**src/design/crfsp_regs.svh**
```systemverilog
// Constants for the CPU register file and stack pointer block
`ifndef CRFSP_REGS_SVH
`define CRFSP_REGS_SVH
`define CRFSP_STATUS_CARRY_BIT 0
`define CRFSP_STATUS_ZERO_BIT 1
`define CRFSP_STATUS_NEG_BIT 2
`define CRFSP_GPR_LAST_ADDR 16'h001f
`define CRFSP_PTR_X_LOW 5'h1a
`define CRFSP_PTR_Y_LOW 5'h1c
`define CRFSP_PTR_Z_LOW 5'h1e
`define CRFSP_IO_SPL 6'h3d
`define CRFSP_IO_SPH 6'h3e
`define CRFSP_DS_SPL 16'h005d
`define CRFSP_DS_SPH 16'h005e
`define CRFSP_SPH_MASK 8'h07
`define CRFSP_LAST_SRAM_ADDR 11'h4ff
`endif

```
**src/design/crfsp_pkg.sv**
```systemverilog
// Types shared by the CPU register file and stack pointer block
package crfsp_pkg;
    typedef enum logic [3:0] {
        CRFSP_PTR_NONE = 4'h1,
        CRFSP_PTR_DISP = 4'h2,
        CRFSP_PTR_POSTINC = 4'h4,
        CRFSP_PTR_PREDEC = 4'h8
    } crfsp_ptr_mode_e;
    typedef enum logic [5:0] {
        CRFSP_SP_HOLD = 6'h01,
        CRFSP_SP_PUSH1 = 6'h02,
        CRFSP_SP_POP1 = 6'h04,
        CRFSP_SP_CALL2 = 6'h08,
        CRFSP_SP_RET2 = 6'h10,
        CRFSP_SP_LOAD = 6'h20
    } crfsp_sp_op_e;
endpackage

```
**src/design/crfsp_core.sv**
```systemverilog
// CPU working register file, result flags and stack pointer
//
// Notes on behaviour
// - Status bit 2 set on negative result
// - Status bit 1 set on zero result
// - Status bit 0 set on carry
// - Four read and write port schemes
// - Register n visible at data address n
// - Registers 26-31 form three pointers
// - Pointers support displacement, increment, decrement
// - Pointers can address any working register
// - Stack grows downward, pointer marks top
// - Push subtracts one, pop adds one
// - Calls subtract two, returns add two
// - High byte bits 2:0 are pointer 10:8
// - Reset loads last SRAM address
// - Stack bytes at I/O 3E/3D, plus 20
// - Read, operate, write back in one cycle
// - Core clock used undivided
// - Fetch overlaps execution, one stage
`timescale 1ns/1ns
`include "crfsp_regs.svh"
module crfsp_core #(
    parameter int SP_WIDTH = 11
) (
    // Clock and reset
    input wire logic clk_sys_i,
    input wire logic rst_i,
    // Operand reads
    input wire logic [4:0] rd_a_sel_i,
    input wire logic [4:0] rd_b_sel_i,
    output logic [7:0] rd_a_o,
    output logic [7:0] rd_b_o,
    output logic [15:0] rd_word_o,
    // Result write
    input wire logic wr_en_i,
    input wire logic wr_wide_i,
    input wire logic [4:0] wr_sel_i,
    input wire logic [15:0] wr_data_i,
    // Flag update from the ALU
    input wire logic flags_we_i,
    input wire logic [7:0] alu_result_i,
    input wire logic alu_carry_i,
    output logic [2:0] flags_o,
    // Pointer addressing
    input wire logic [1:0] ptr_sel_i,
    input wire crfsp_pkg::crfsp_ptr_mode_e ptr_mode_i,
    input wire logic [5:0] ptr_disp_i,
    output logic [15:0] ptr_addr_o,
    // Data space port
    input wire logic ds_rd_i,
    input wire logic ds_wr_i,
    input wire logic [15:0] ds_addr_i,
    input wire logic [7:0] ds_wdata_i,
    output logic [7:0] ds_rdata_o,
    output logic ds_hit_o,
    // I/O port
    input wire logic io_wr_i,
    input wire logic [5:0] io_addr_i,
    input wire logic [7:0] io_wdata_i,
    output logic [7:0] io_rdata_o,
    // Stack
    input wire crfsp_pkg::crfsp_sp_op_e sp_op_i,
    output logic [SP_WIDTH-1:0] sp_o,
    output logic [SP_WIDTH-1:0] stack_addr_o
);
    // Only the 11-bit pointer is built: the high byte carries just three bits
    if (SP_WIDTH != 11) begin : g_bad_sp_width
        $error("crfsp_core: SP_WIDTH must be 11");
    end

    // ----------------------------------------
    // Register file
    // ----------------------------------------
    logic [7:0] gpr_q [32];
    logic [7:0] gpr_d [32];
    logic [15:0] ptr_val;
    logic [15:0] ptr_next;
    logic ptr_upd;
    logic [4:0] ptr_low;
    logic ds_gpr;

    always_comb begin
        case (ptr_sel_i)
            2'd0: ptr_low = `CRFSP_PTR_X_LOW;
            2'd1: ptr_low = `CRFSP_PTR_Y_LOW;
            default: ptr_low = `CRFSP_PTR_Z_LOW;
        endcase
        ptr_val = {gpr_q[ptr_low + 5'd1], gpr_q[ptr_low]};
    end

    crfsp_ptr_unit u_ptr (
        .ptr_i(ptr_val),
        .mode_i(ptr_mode_i),
        .disp_i(ptr_disp_i),
        .addr_o(ptr_addr_o),
        .ptr_next_o(ptr_next),
        .update_o(ptr_upd)
    );

    // Data space address n below 0x20 lands on register n, so a pointer can index the file
    assign ds_gpr = (ds_addr_i <= `CRFSP_GPR_LAST_ADDR);

    // Combinational reads: operands are ready in the same cycle the result is written
    always_comb begin
        rd_a_o = gpr_q[rd_a_sel_i];
        rd_b_o = gpr_q[rd_b_sel_i];
        rd_word_o = {gpr_q[{rd_a_sel_i[4:1], 1'b1}], gpr_q[{rd_a_sel_i[4:1], 1'b0}]};
    end

    // Priority: pointer update, then data space store, then ALU result (last wins)
    always_comb begin
        for (int i = 0; i < 32; i++) begin
            gpr_d[i] = gpr_q[i];
        end
        if (ptr_upd) begin
            gpr_d[ptr_low] = ptr_next[7:0];
            gpr_d[ptr_low + 5'd1] = ptr_next[15:8];
        end
        if (ds_wr_i && ds_gpr) begin
            gpr_d[ds_addr_i[4:0]] = ds_wdata_i;
        end
        if (wr_en_i) begin
            if (wr_wide_i) begin
                gpr_d[{wr_sel_i[4:1], 1'b0}] = wr_data_i[7:0];
                gpr_d[{wr_sel_i[4:1], 1'b1}] = wr_data_i[15:8];
            end else begin
                gpr_d[wr_sel_i] = wr_data_i[7:0];
            end
        end
    end

    // Register file holds no reset value; software initialises it
    always_ff @(posedge clk_sys_i) begin
        for (int i = 0; i < 32; i++) begin
            gpr_q[i] <= gpr_d[i];
        end
    end

    // ----------------------------------------
    // Result flags
    // ----------------------------------------
    logic [2:0] flags_q;
    logic [2:0] flags_d;

    always_comb begin
        flags_d = flags_q;
        if (flags_we_i) begin
            flags_d[`CRFSP_STATUS_NEG_BIT] = alu_result_i[7];
            flags_d[`CRFSP_STATUS_ZERO_BIT] = (alu_result_i == 8'h00);
            flags_d[`CRFSP_STATUS_CARRY_BIT] = alu_carry_i;
        end
    end

    always_ff @(posedge clk_sys_i) begin
        if (rst_i) begin
            flags_q <= 3'h0;
        end else begin
            flags_q <= flags_d;
        end
    end

    assign flags_o = flags_q;

    // ----------------------------------------
    // Stack pointer
    // ----------------------------------------
    logic [SP_WIDTH-1:0] sp_q;
    logic [SP_WIDTH-1:0] sp_d;
    logic [SP_WIDTH-1:0] stack_addr_d;
    logic [SP_WIDTH-1:0] stack_addr_q;
    logic io_spl_wr;
    logic io_sph_wr;

    // I/O and data space views of the same two bytes
    always_comb begin
        io_spl_wr = (io_wr_i && io_addr_i == `CRFSP_IO_SPL) || (ds_wr_i && ds_addr_i == `CRFSP_DS_SPL);
        io_sph_wr = (io_wr_i && io_addr_i == `CRFSP_IO_SPH) || (ds_wr_i && ds_addr_i == `CRFSP_DS_SPH);
    end

    always_comb begin
        sp_d = sp_q;
        stack_addr_d = sp_q;
        case (sp_op_i)
            crfsp_pkg::CRFSP_SP_PUSH1: begin
                stack_addr_d = sp_q;
                sp_d = sp_q - 11'd1;
            end
            crfsp_pkg::CRFSP_SP_POP1: begin
                sp_d = sp_q + 11'd1;
                stack_addr_d = sp_q + 11'd1;
            end
            crfsp_pkg::CRFSP_SP_CALL2: begin
                stack_addr_d = sp_q;
                sp_d = sp_q - 11'd2;
            end
            crfsp_pkg::CRFSP_SP_RET2: begin
                sp_d = sp_q + 11'd2;
                stack_addr_d = sp_q + 11'd1;
            end
            default: begin
                sp_d = sp_q;
            end
        endcase
        // Software writes override a concurrent stack operation
        if (io_spl_wr) begin
            sp_d[7:0] = (io_wr_i && io_addr_i == `CRFSP_IO_SPL) ? io_wdata_i : ds_wdata_i;
        end
        if (io_sph_wr) begin
            sp_d[10:8] = (io_wr_i && io_addr_i == `CRFSP_IO_SPH) ? io_wdata_i[2:0] : ds_wdata_i[2:0];
        end
    end

    always_ff @(posedge clk_sys_i) begin
        if (rst_i) begin
            sp_q <= `CRFSP_LAST_SRAM_ADDR;
            stack_addr_q <= `CRFSP_LAST_SRAM_ADDR;
        end else begin
            sp_q <= sp_d;
            stack_addr_q <= stack_addr_d;
        end
    end

    assign sp_o = sp_q;
    assign stack_addr_o = stack_addr_q;

    // ----------------------------------------
    // Read ports for data space and I/O
    // ----------------------------------------
    logic [7:0] ds_rdata_d;
    logic [7:0] ds_rdata_q;
    logic ds_hit_d;
    logic ds_hit_q;
    logic [7:0] io_rdata_d;
    logic [7:0] io_rdata_q;

    always_comb begin
        ds_rdata_d = 8'h00;
        ds_hit_d = 1'b0;
        if (ds_rd_i) begin
            if (ds_gpr) begin
                ds_rdata_d = gpr_q[ds_addr_i[4:0]];
                ds_hit_d = 1'b1;
            end else if (ds_addr_i == `CRFSP_DS_SPL) begin
                ds_rdata_d = sp_q[7:0];
                ds_hit_d = 1'b1;
            end else if (ds_addr_i == `CRFSP_DS_SPH) begin
                ds_rdata_d = {5'h00, sp_q[10:8]};
                ds_hit_d = 1'b1;
            end
        end
        case (io_addr_i)
            `CRFSP_IO_SPL: io_rdata_d = sp_q[7:0];
            `CRFSP_IO_SPH: io_rdata_d = {5'h00, sp_q[10:8]} & `CRFSP_SPH_MASK;
            default: io_rdata_d = 8'h00;
        endcase
    end

    always_ff @(posedge clk_sys_i) begin
        if (rst_i) begin
            ds_rdata_q <= 8'h00;
            ds_hit_q <= 1'b0;
            io_rdata_q <= 8'h00;
        end else begin
            ds_rdata_q <= ds_rdata_d;
            ds_hit_q <= ds_hit_d;
            io_rdata_q <= io_rdata_d;
        end
    end

    assign ds_rdata_o = ds_rdata_q;
    assign ds_hit_o = ds_hit_q;
    assign io_rdata_o = io_rdata_q;

    // ----------------------------------------
    // Assertions
    // ----------------------------------------
    a_flag_zero: assert property (@(posedge clk_sys_i) disable iff (rst_i)
        flags_we_i |=> flags_o[1] == ($past(alu_result_i) == 8'h00)) else $error("zero flag wrong");
    a_flag_neg: assert property (@(posedge clk_sys_i) disable iff (rst_i)
        flags_we_i |=> flags_o[2] == $past(alu_result_i[7])) else $error("negative flag wrong");
    a_flag_carry: assert property (@(posedge clk_sys_i) disable iff (rst_i)
        flags_we_i |=> flags_o[0] == $past(alu_carry_i)) else $error("carry flag wrong");
    a_sp_push: assert property (@(posedge clk_sys_i) disable iff (rst_i)
        (sp_op_i == crfsp_pkg::CRFSP_SP_PUSH1 && !io_spl_wr && !io_sph_wr)
        |=> sp_o == $past(sp_o) - 11'd1) else $error("push did not subtract one");
    a_sp_ret: assert property (@(posedge clk_sys_i) disable iff (rst_i)
        (sp_op_i == crfsp_pkg::CRFSP_SP_RET2 && !io_spl_wr && !io_sph_wr)
        |=> sp_o == $past(sp_o) + 11'd2) else $error("return did not add two");
    a_sp_reset: assert property (@(posedge clk_sys_i)
        rst_i |=> sp_o == 11'h4ff) else $error("stack pointer reset value wrong");
    a_push_addr: assert property (@(posedge clk_sys_i) disable iff (rst_i)
        sp_op_i == crfsp_pkg::CRFSP_SP_PUSH1 |=> stack_addr_o == $past(sp_o)) else $error("push address wrong");
    a_gpr_write: assert property (@(posedge clk_sys_i) disable iff (rst_i)
        (wr_en_i && !wr_wide_i) ##1 (rd_a_sel_i == $past(wr_sel_i))
        |-> rd_a_o == $past(wr_data_i[7:0])) else $error("write back not visible");

    // Second read port and pair write, the other two port schemes
    a_port_b_write: assert property (@(posedge clk_sys_i) disable iff (rst_i)
        (wr_en_i && !wr_wide_i) ##1 (rd_b_sel_i == $past(wr_sel_i))
        |-> rd_b_o == $past(wr_data_i[7:0])) else $error("second operand port stale");
    a_wide_write: assert property (@(posedge clk_sys_i) disable iff (rst_i)
        (wr_en_i && wr_wide_i) ##1 (rd_a_sel_i[4:1] == $past(wr_sel_i[4:1]))
        |-> rd_word_o == $past(wr_data_i)) else $error("pair write not visible");

    // Pointer pairs; a competing store to the file would hide the update
    a_ptr_postinc: assert property (@(posedge clk_sys_i) disable iff (rst_i)
        (ptr_mode_i == crfsp_pkg::CRFSP_PTR_POSTINC && !wr_en_i && !ds_wr_i) ##1 (ptr_sel_i == $past(ptr_sel_i))
        |-> ptr_val == $past(ptr_val) + 16'h0001) else $error("pointer not incremented");
    a_ptr_predec: assert property (@(posedge clk_sys_i) disable iff (rst_i)
        ptr_mode_i == crfsp_pkg::CRFSP_PTR_PREDEC
        |-> ptr_addr_o == ptr_val - 16'h0001) else $error("pre decrement address wrong");

    // Stack pointer movement
    a_sp_pop: assert property (@(posedge clk_sys_i) disable iff (rst_i)
        (sp_op_i == crfsp_pkg::CRFSP_SP_POP1 && !io_spl_wr && !io_sph_wr)
        |=> sp_o == $past(sp_o) + 11'd1) else $error("pop did not add one");
    a_sp_call: assert property (@(posedge clk_sys_i) disable iff (rst_i)
        (sp_op_i == crfsp_pkg::CRFSP_SP_CALL2 && !io_spl_wr && !io_sph_wr)
        |=> sp_o == $past(sp_o) - 11'd2) else $error("call did not subtract two");
    a_sp_hold: assert property (@(posedge clk_sys_i) disable iff (rst_i)
        (sp_op_i == crfsp_pkg::CRFSP_SP_HOLD && !io_spl_wr && !io_sph_wr)
        |=> $stable(sp_o)) else $error("stack pointer moved while idle");
    a_pop_addr: assert property (@(posedge clk_sys_i) disable iff (rst_i)
        sp_op_i == crfsp_pkg::CRFSP_SP_POP1
        |=> stack_addr_o == $past(sp_o) + 11'd1) else $error("pop address wrong");

    // Software writes to the two pointer bytes, then the high byte I/O read; the I/O view wins over a data store
    a_sph_write: assert property (@(posedge clk_sys_i) disable iff (rst_i)
        (io_wr_i && io_addr_i == `CRFSP_IO_SPH)
        |=> sp_o[10:8] == $past(io_wdata_i[2:0])) else $error("high byte write wrong");
    a_spl_write: assert property (@(posedge clk_sys_i) disable iff (rst_i)
        (io_wr_i && io_addr_i == `CRFSP_IO_SPL)
        |=> sp_o[7:0] == $past(io_wdata_i)) else $error("low byte write wrong");
    a_ds_spl_write: assert property (@(posedge clk_sys_i) disable iff (rst_i)
        (ds_wr_i && ds_addr_i == `CRFSP_DS_SPL && !(io_wr_i && io_addr_i == `CRFSP_IO_SPL))
        |=> sp_o[7:0] == $past(ds_wdata_i)) else $error("low byte data store wrong");
    a_io_sph_read: assert property (@(posedge clk_sys_i) disable iff (rst_i)
        io_addr_i == `CRFSP_IO_SPH
        |=> io_rdata_o == {5'h00, $past(sp_o[10:8])}) else $error("high byte read wrong");

    // Data space reads: the file answers, anything not held here is refused; flags hold without an update
    a_ds_unmapped: assert property (@(posedge clk_sys_i) disable iff (rst_i)
        (ds_rd_i && !ds_gpr && ds_addr_i != `CRFSP_DS_SPL && ds_addr_i != `CRFSP_DS_SPH)
        |=> !ds_hit_o && ds_rdata_o == 8'h00) else $error("unmapped read answered");
    a_ds_reg_hit: assert property (@(posedge clk_sys_i) disable iff (rst_i)
        (ds_rd_i && ds_gpr) |=> ds_hit_o) else $error("register read not answered");
    a_flags_hold: assert property (@(posedge clk_sys_i) disable iff (rst_i)
        !flags_we_i |=> $stable(flags_o)) else $error("flags changed without an update");
endmodule // crfsp_core

```
**src/design/crfsp_ptr_unit.sv**
```systemverilog
// Pointer pair address generator: displacement, post increment, pre decrement
`timescale 1ns/1ns
module crfsp_ptr_unit (
    // Pointer value and mode
    input wire logic [15:0] ptr_i,
    input wire crfsp_pkg::crfsp_ptr_mode_e mode_i,
    input wire logic [5:0] disp_i,
    // Results
    output logic [15:0] addr_o,
    output logic [15:0] ptr_next_o,
    output logic update_o
);
    always_comb begin
        addr_o = ptr_i;
        ptr_next_o = ptr_i;
        update_o = 1'b0;
        case (mode_i)
            crfsp_pkg::CRFSP_PTR_DISP: begin
                addr_o = ptr_i + {10'h000, disp_i};
            end
            crfsp_pkg::CRFSP_PTR_POSTINC: begin
                ptr_next_o = ptr_i + 16'h0001;
                update_o = 1'b1;
            end
            crfsp_pkg::CRFSP_PTR_PREDEC: begin
                addr_o = ptr_i - 16'h0001;
                ptr_next_o = ptr_i - 16'h0001;
                update_o = 1'b1;
            end
            default: begin
                addr_o = ptr_i;
            end
        endcase
    end
endmodule // crfsp_ptr_unit

```
**config.mk**
```make
export PLATFORM = sky130hd
export DESIGN_NAME = crfsp_core
export DESIGN_NICKNAME = d
export VERILOG_FILES = /design/src/design/crfsp_pkg.sv /design/src/design/crfsp_core.sv /design/src/design/crfsp_ptr_unit.sv
export VERILOG_INCLUDE_DIRS = /design/src /design/src/design
export SDC_FILE = /design/constraint.sdc
export NUM_CORES = 1
export LEC_CHECK = 0
export BUFFER_PORTS_ARGS = -buffer_cell sky130_fd_sc_hd__buf_4
export CORE_ASPECT_RATIO = 1.4
export CORE_UTILIZATION = 45
export DETAILED_ROUTE_END_ITERATION = 8
export RECOVER_POWER = 50
export SLEW_MARGIN = 10
export SYNTH_ARGS = -nofsm -noshare
export SYNTH_HDL_FRONTEND = slang
export SYNTH_HIERARCHICAL = 1
export SYNTH_SLANG_ARGS = --single-unit
```
**constraint.sdc**
```tcl
create_clock -name clk_sys_i -period 12.04 [get_ports clk_sys_i]
set_input_delay 3.01 -clock clk_sys_i [delete_from_list [all_inputs] [get_ports clk_sys_i]]
set_output_delay 3.01 -clock clk_sys_i [all_outputs]
set_load 0.03 [all_outputs]
```
==> tab_implementation.tex <==
\begin{tabular}{lr}
\hline
Metric & Value \\
\hline
\multicolumn{2}{l}{\textbf{Setup path}} \\
Crit. Startpoint & rd\_b\_sel\_i[0] \\
Req. time, crit path & 9.03 ns \\
Arr. time, crit path & 5.82 ns \\
Critical path class & input port to primary output \\
Startpoint Class & input port \\
Crit end category & primary output \\
CP Max Fanout & 36 \\
Reg-to-reg critical path startpoint & gpr\_q[29][0] \\
\multicolumn{2}{l}{\textbf{Yosys}} \\
Cell area after synthesis & 26000 sq um \\
Cell with the most instances after synthesis & sky130\_fd\_sc\_hd\_\_nand2\_1 \\
Post-synthesis instance total & 2803 \\
Average size of a mapped cell & 9.29 sq um \\
Synth cell count leaders & sky130\_fd\_sc\_hd\_\_nand2\_1 (411), sky130\_fd\_sc\_hd\_\_dfxtp\_1 (298), sky130\_fd\_sc\_hd\_\_mux4\_2 (298) \\
Count of different cell masters after synthesis & 84 \\
Post-synth top area share & 0.258 \\
Synthesized flop and latch total & 298 \\
Total of warnings raised by yosys & 6 \\
EDFF count, synth & 0 \\
Biggest area consumer among synthesized cells & sky130\_fd\_sc\_hd\_\_mux4\_2 \\
Top flip-flop cell by instance count after synthesis & sky130\_fd\_sc\_hd\_\_dfxtp\_1 \\
Top cells by area, synth & sky130\_fd\_sc\_hd\_\_mux4\_2 (26\%), sky130\_fd\_sc\_hd\_\_dfxtp\_1 (23\%), sky130\_fd\_sc\_hd\_\_mux2i\_1 (8.2\%), sky130\_fd\_sc\_hd\_\_nand2\_1 (5.9\%), sky130\_fd\_sc\_hd\_\_o21ai\_0 (5.5\%) \\
Post-synthesis async set-or-reset flop share & 0 \\
Fraction of the yosys area taken by sequential cells & 0.229 \\
Synthesized netlist net count & 2927 \\
\multicolumn{2}{l}{\textbf{Timing}} \\
Upper clock frequency limit & 113 MHz \\
Clock period minus final worst setup slack & 8.83 ns \\
Layout Skew & 0.0187 ns \\
Final-layout setup total negative slack & 0 ns \\
Pins Over Slew Limit & 238 \\
Number of hold-slack violations in the final timing report & 0 \\
Pin slew with the least headroom to its limit & 4.42 ns \\
Worst hold slack & 0.478 ns \\
Slew margin rel. & -1.95 \\
Unrepaired setup endpoints after global routing & false \\
Number of endpoints failing setup at the final stage & 0 \\
Share of the clock period used by the worst path & 0.734 \\
Setup WS post-layout & 3.21 ns \\
\multicolumn{2}{l}{\textbf{CTS}} \\
Clock sink count & 298 \\
TritonCTS clock tree & yes \\
\# Post-CTS Setup Buffers & 0 \\
CTS root buf & sky130\_fd\_sc\_hd\_\_clkbuf\_16 \\
Number of H-tree branching levels & 2 \\
Post-CTS Hold Buffers & 0 \\
Buffers from clock root to sink, at most & 3 \\
Cells resized by post-CTS repair & 0 \\
Clock transition at the register clock pins on the worst setup and hold paths after CTS & 0.06 ns \\
Clock buffer count from CTS & 36 \\
Insertion delay of the later-clocked pin in the worst-skew pair & 0.57 ns \\
\multicolumn{2}{l}{\textbf{GRT}} \\
Number of global-route vias before repair & 24300 \\
Global-route met2 utilization & 0.614 \\
Overall routing resource usage & 0.406 \\
GRT Max-Usage Layer & met2 \\
Maximum number of pins on one net before global-route repair & 106 \\
Overall overflow remaining after global route & 0 \\
Met3 layer usage reported by global route & 0.120 \\
Number of antenna violations at the first check in global routing & 13 \\
Met1 global-route usage & 0.497 \\
First-pass GRT wire length & 171000 um \\
\multicolumn{2}{l}{\textbf{Die}} \\
Floorplan die height & 287 um \\
Io pins & 194 \\
Initial Util & 0.454 \\
Die Area & 58800 sq um \\
Floorplan die width & 205 um \\
Number of placement rows & 104 \\
Placeable core area & 57400 sq um \\
\multicolumn{2}{l}{\textbf{Power and ir drop}} \\
Worst ir drop on vdd & 0.0926 mV \\
Power density over cell area & 152 nW/um\^{}2 \\
P\_int & 2670 uW \\
Proportion of power drawn by flip-flops and latches & 0.363 \\
Standby leakage power & 0.0103 uW \\
Net switching share of the total power & 0.392 \\
Portion of total power attributed to combinational logic & 0.358 \\
Net Switching & 1720 uW \\
Clock share of power & 0.278 \\
Total power of the final layout & 4390 uW \\
\multicolumn{2}{l}{\textbf{Detailed routing}} \\
Number of nets with antenna violations after detailed routing & 0 \\
Total routed wirelength & 120000 um \\
Routed via count & 25900 \\
Via count normalized by instance count & 7.19 \\
TritonRoute pass-1 iters & 8 \\
DRC violation total after the first TritonRoute iteration & 3569 \\
DRC Markers & 0 \\
Detailed-route wire length per cell & 33.5 um \\
\multicolumn{2}{l}{\textbf{Cells and area}} \\
Share of cells above drive strength 1 & 0.241 \\
Cell Count, Final, Fillers Out & 3595 \\
Multi-input gate area in the final layout & 18900 sq um \\
Area taken by flip-flops and latches & 5970 sq um \\
Count of filler cells inserted in the layout & 5436 \\
\# nets final & 2943 \\
Synthesis-to-layout area growth & 10.6\% \\
\multicolumn{2}{l}{\textbf{Job}} \\
Max-cap check violation count & 8 \\
\multicolumn{2}{l}{\textbf{Run status}} \\
Outcome & finished, violations left \\
Violated checks & max-capacitance violations, max-slew violations \\
\multicolumn{2}{l}{\textbf{Place}} \\
Buffers added on ports & 193 \\
Cell count after placement & 3523 \\
Worst slack after detailed placement & 3.25 ns \\
DP Wirelength & 85600 um \\
Final GP Congestion & 1.03 \\
\multicolumn{2}{l}{\textbf{Min path}} \\
Hold/Removal Path Class & flip-flop to flip-flop \\
Beginning of the worst hold path & flags\_o[1] \\
\hline
\end{tabular}
## worst max-delay path, cell delays in order
cell and delay [ns]:
sky130_fd_sc_hd__buf_4 0.46, sky130_fd_sc_hd__buf_4 0.65, sky130_fd_sc_hd__mux4_2 0.58, sky130_fd_sc_hd__mux4_2 0.53, sky130_fd_sc_hd__mux2_2 0.36, sky130_fd_sc_hd__buf_4 0.19
## layout make-up
type | instances | share of cell area
Antenna cell | 6 | 0.000521
Clock buffer | 48 | 0.0357
Clock inverter | 18 | 0.00869
Inverter | 12 | 0.00156
Multi-Input combinational cell | 2228 | 0.657
Sequential cell | 298 | 0.207
Tap cell | 742 | 0.0322
Timing Repair Buffer | 243 | 0.0573
## power groups by stage
stage | Clock (uW) | Combinational (uW) | Sequential (uW)
floorplan | 0 | 1120 | 1340
global placement | 0 | 1510 | 1580
detailed placement | 0 | 1540 | 1580
finish | 1220 | 1570 | 1590
CTS | 1230 | 1540 | 1560
global route | 1270 | 1650 | 1590
## routing by layer
layer | up-vias | share of wire
li1 | 10800 | -
met5 | - | 0.00011
met4 | 2 | 0.077
met3 | 447 | 0.12
met1 | 12600 | 0.35
met2 | 1952 | 0.44
## logic make-up after synthesis
logic type                 share of synthesized area
AOI/OAI and AO/OA                              0.171
xor gates and xnor gates                      0.0168
adders and majority gates                     0.0102
buffers and inverters                         0.0428
DFF                                            0.229
muxes                                          0.377
and+or+nand+nor                                0.154
## cell usage in the layout (no fill, tap or decap), types with 14 or more instances in the layout
cell,instances
sky130_fd_sc_hd__nand2_1,412
sky130_fd_sc_hd__mux4_2,298
sky130_fd_sc_hd__dfxtp_1,298
sky130_fd_sc_hd__o21ai_0,285
sky130_fd_sc_hd__mux2i_1,213
sky130_fd_sc_hd__buf_4,189
sky130_fd_sc_hd__a21oi_1,151
sky130_fd_sc_hd__nor2_1,132
sky130_fd_sc_hd__nand3_1,90
sky130_fd_sc_hd__o211ai_1,85
sky130_fd_sc_hd__mux2_2,84
sky130_fd_sc_hd__clkbuf_1,56
sky130_fd_sc_hd__clkbuf_16,37
sky130_fd_sc_hd__nor3_1,31
sky130_fd_sc_hd__xor2_1,31
sky130_fd_sc_hd__a31oi_1,27
sky130_fd_sc_hd__a22oi_1,25
sky130_fd_sc_hd__a221oi_1,22
sky130_fd_sc_hd__and2_1,20
sky130_fd_sc_hd__and3_1,19
sky130_fd_sc_hd__nand2b_1,19
sky130_fd_sc_hd__xnor2_1,19
sky130_fd_sc_hd__ha_1,18
sky130_fd_sc_hd__a32oi_1,14
sky130_fd_sc_hd__nand4_1,14
## worst paths after layout
kind	to	slack (ns)	depth (start not counted)
worst max-delay path	rd_b_o[3]	3.21	6
worst min-delay path	flags_o[1]	0.48	2
worst max register to register	gpr_q[29][6]	8.19	12
worst min register to register	flags_o[1]	0.48	2
## flip-flops by register name, summed over array words and instances, names as in the netlist
signal and cells:
ds_hit_o 1, stack_addr_o 11, ds_rdata_o 8, sp_o 11, io_rdata_o 8, gpr_q 256
flags_o 3
## stage by stage
step / instance area (sq um) / util
2_1_floorplan: 26000 / -
3_3_place_gp: 27800 / 0.485
3_5_place_dp: 27800 / 0.485
4_1_cts: 29100 / 0.507
5_1_grt: 28800 / 0.502
6_report: 28800 / 0.502
No activity file was read; power rests on OpenSTA's default activity.
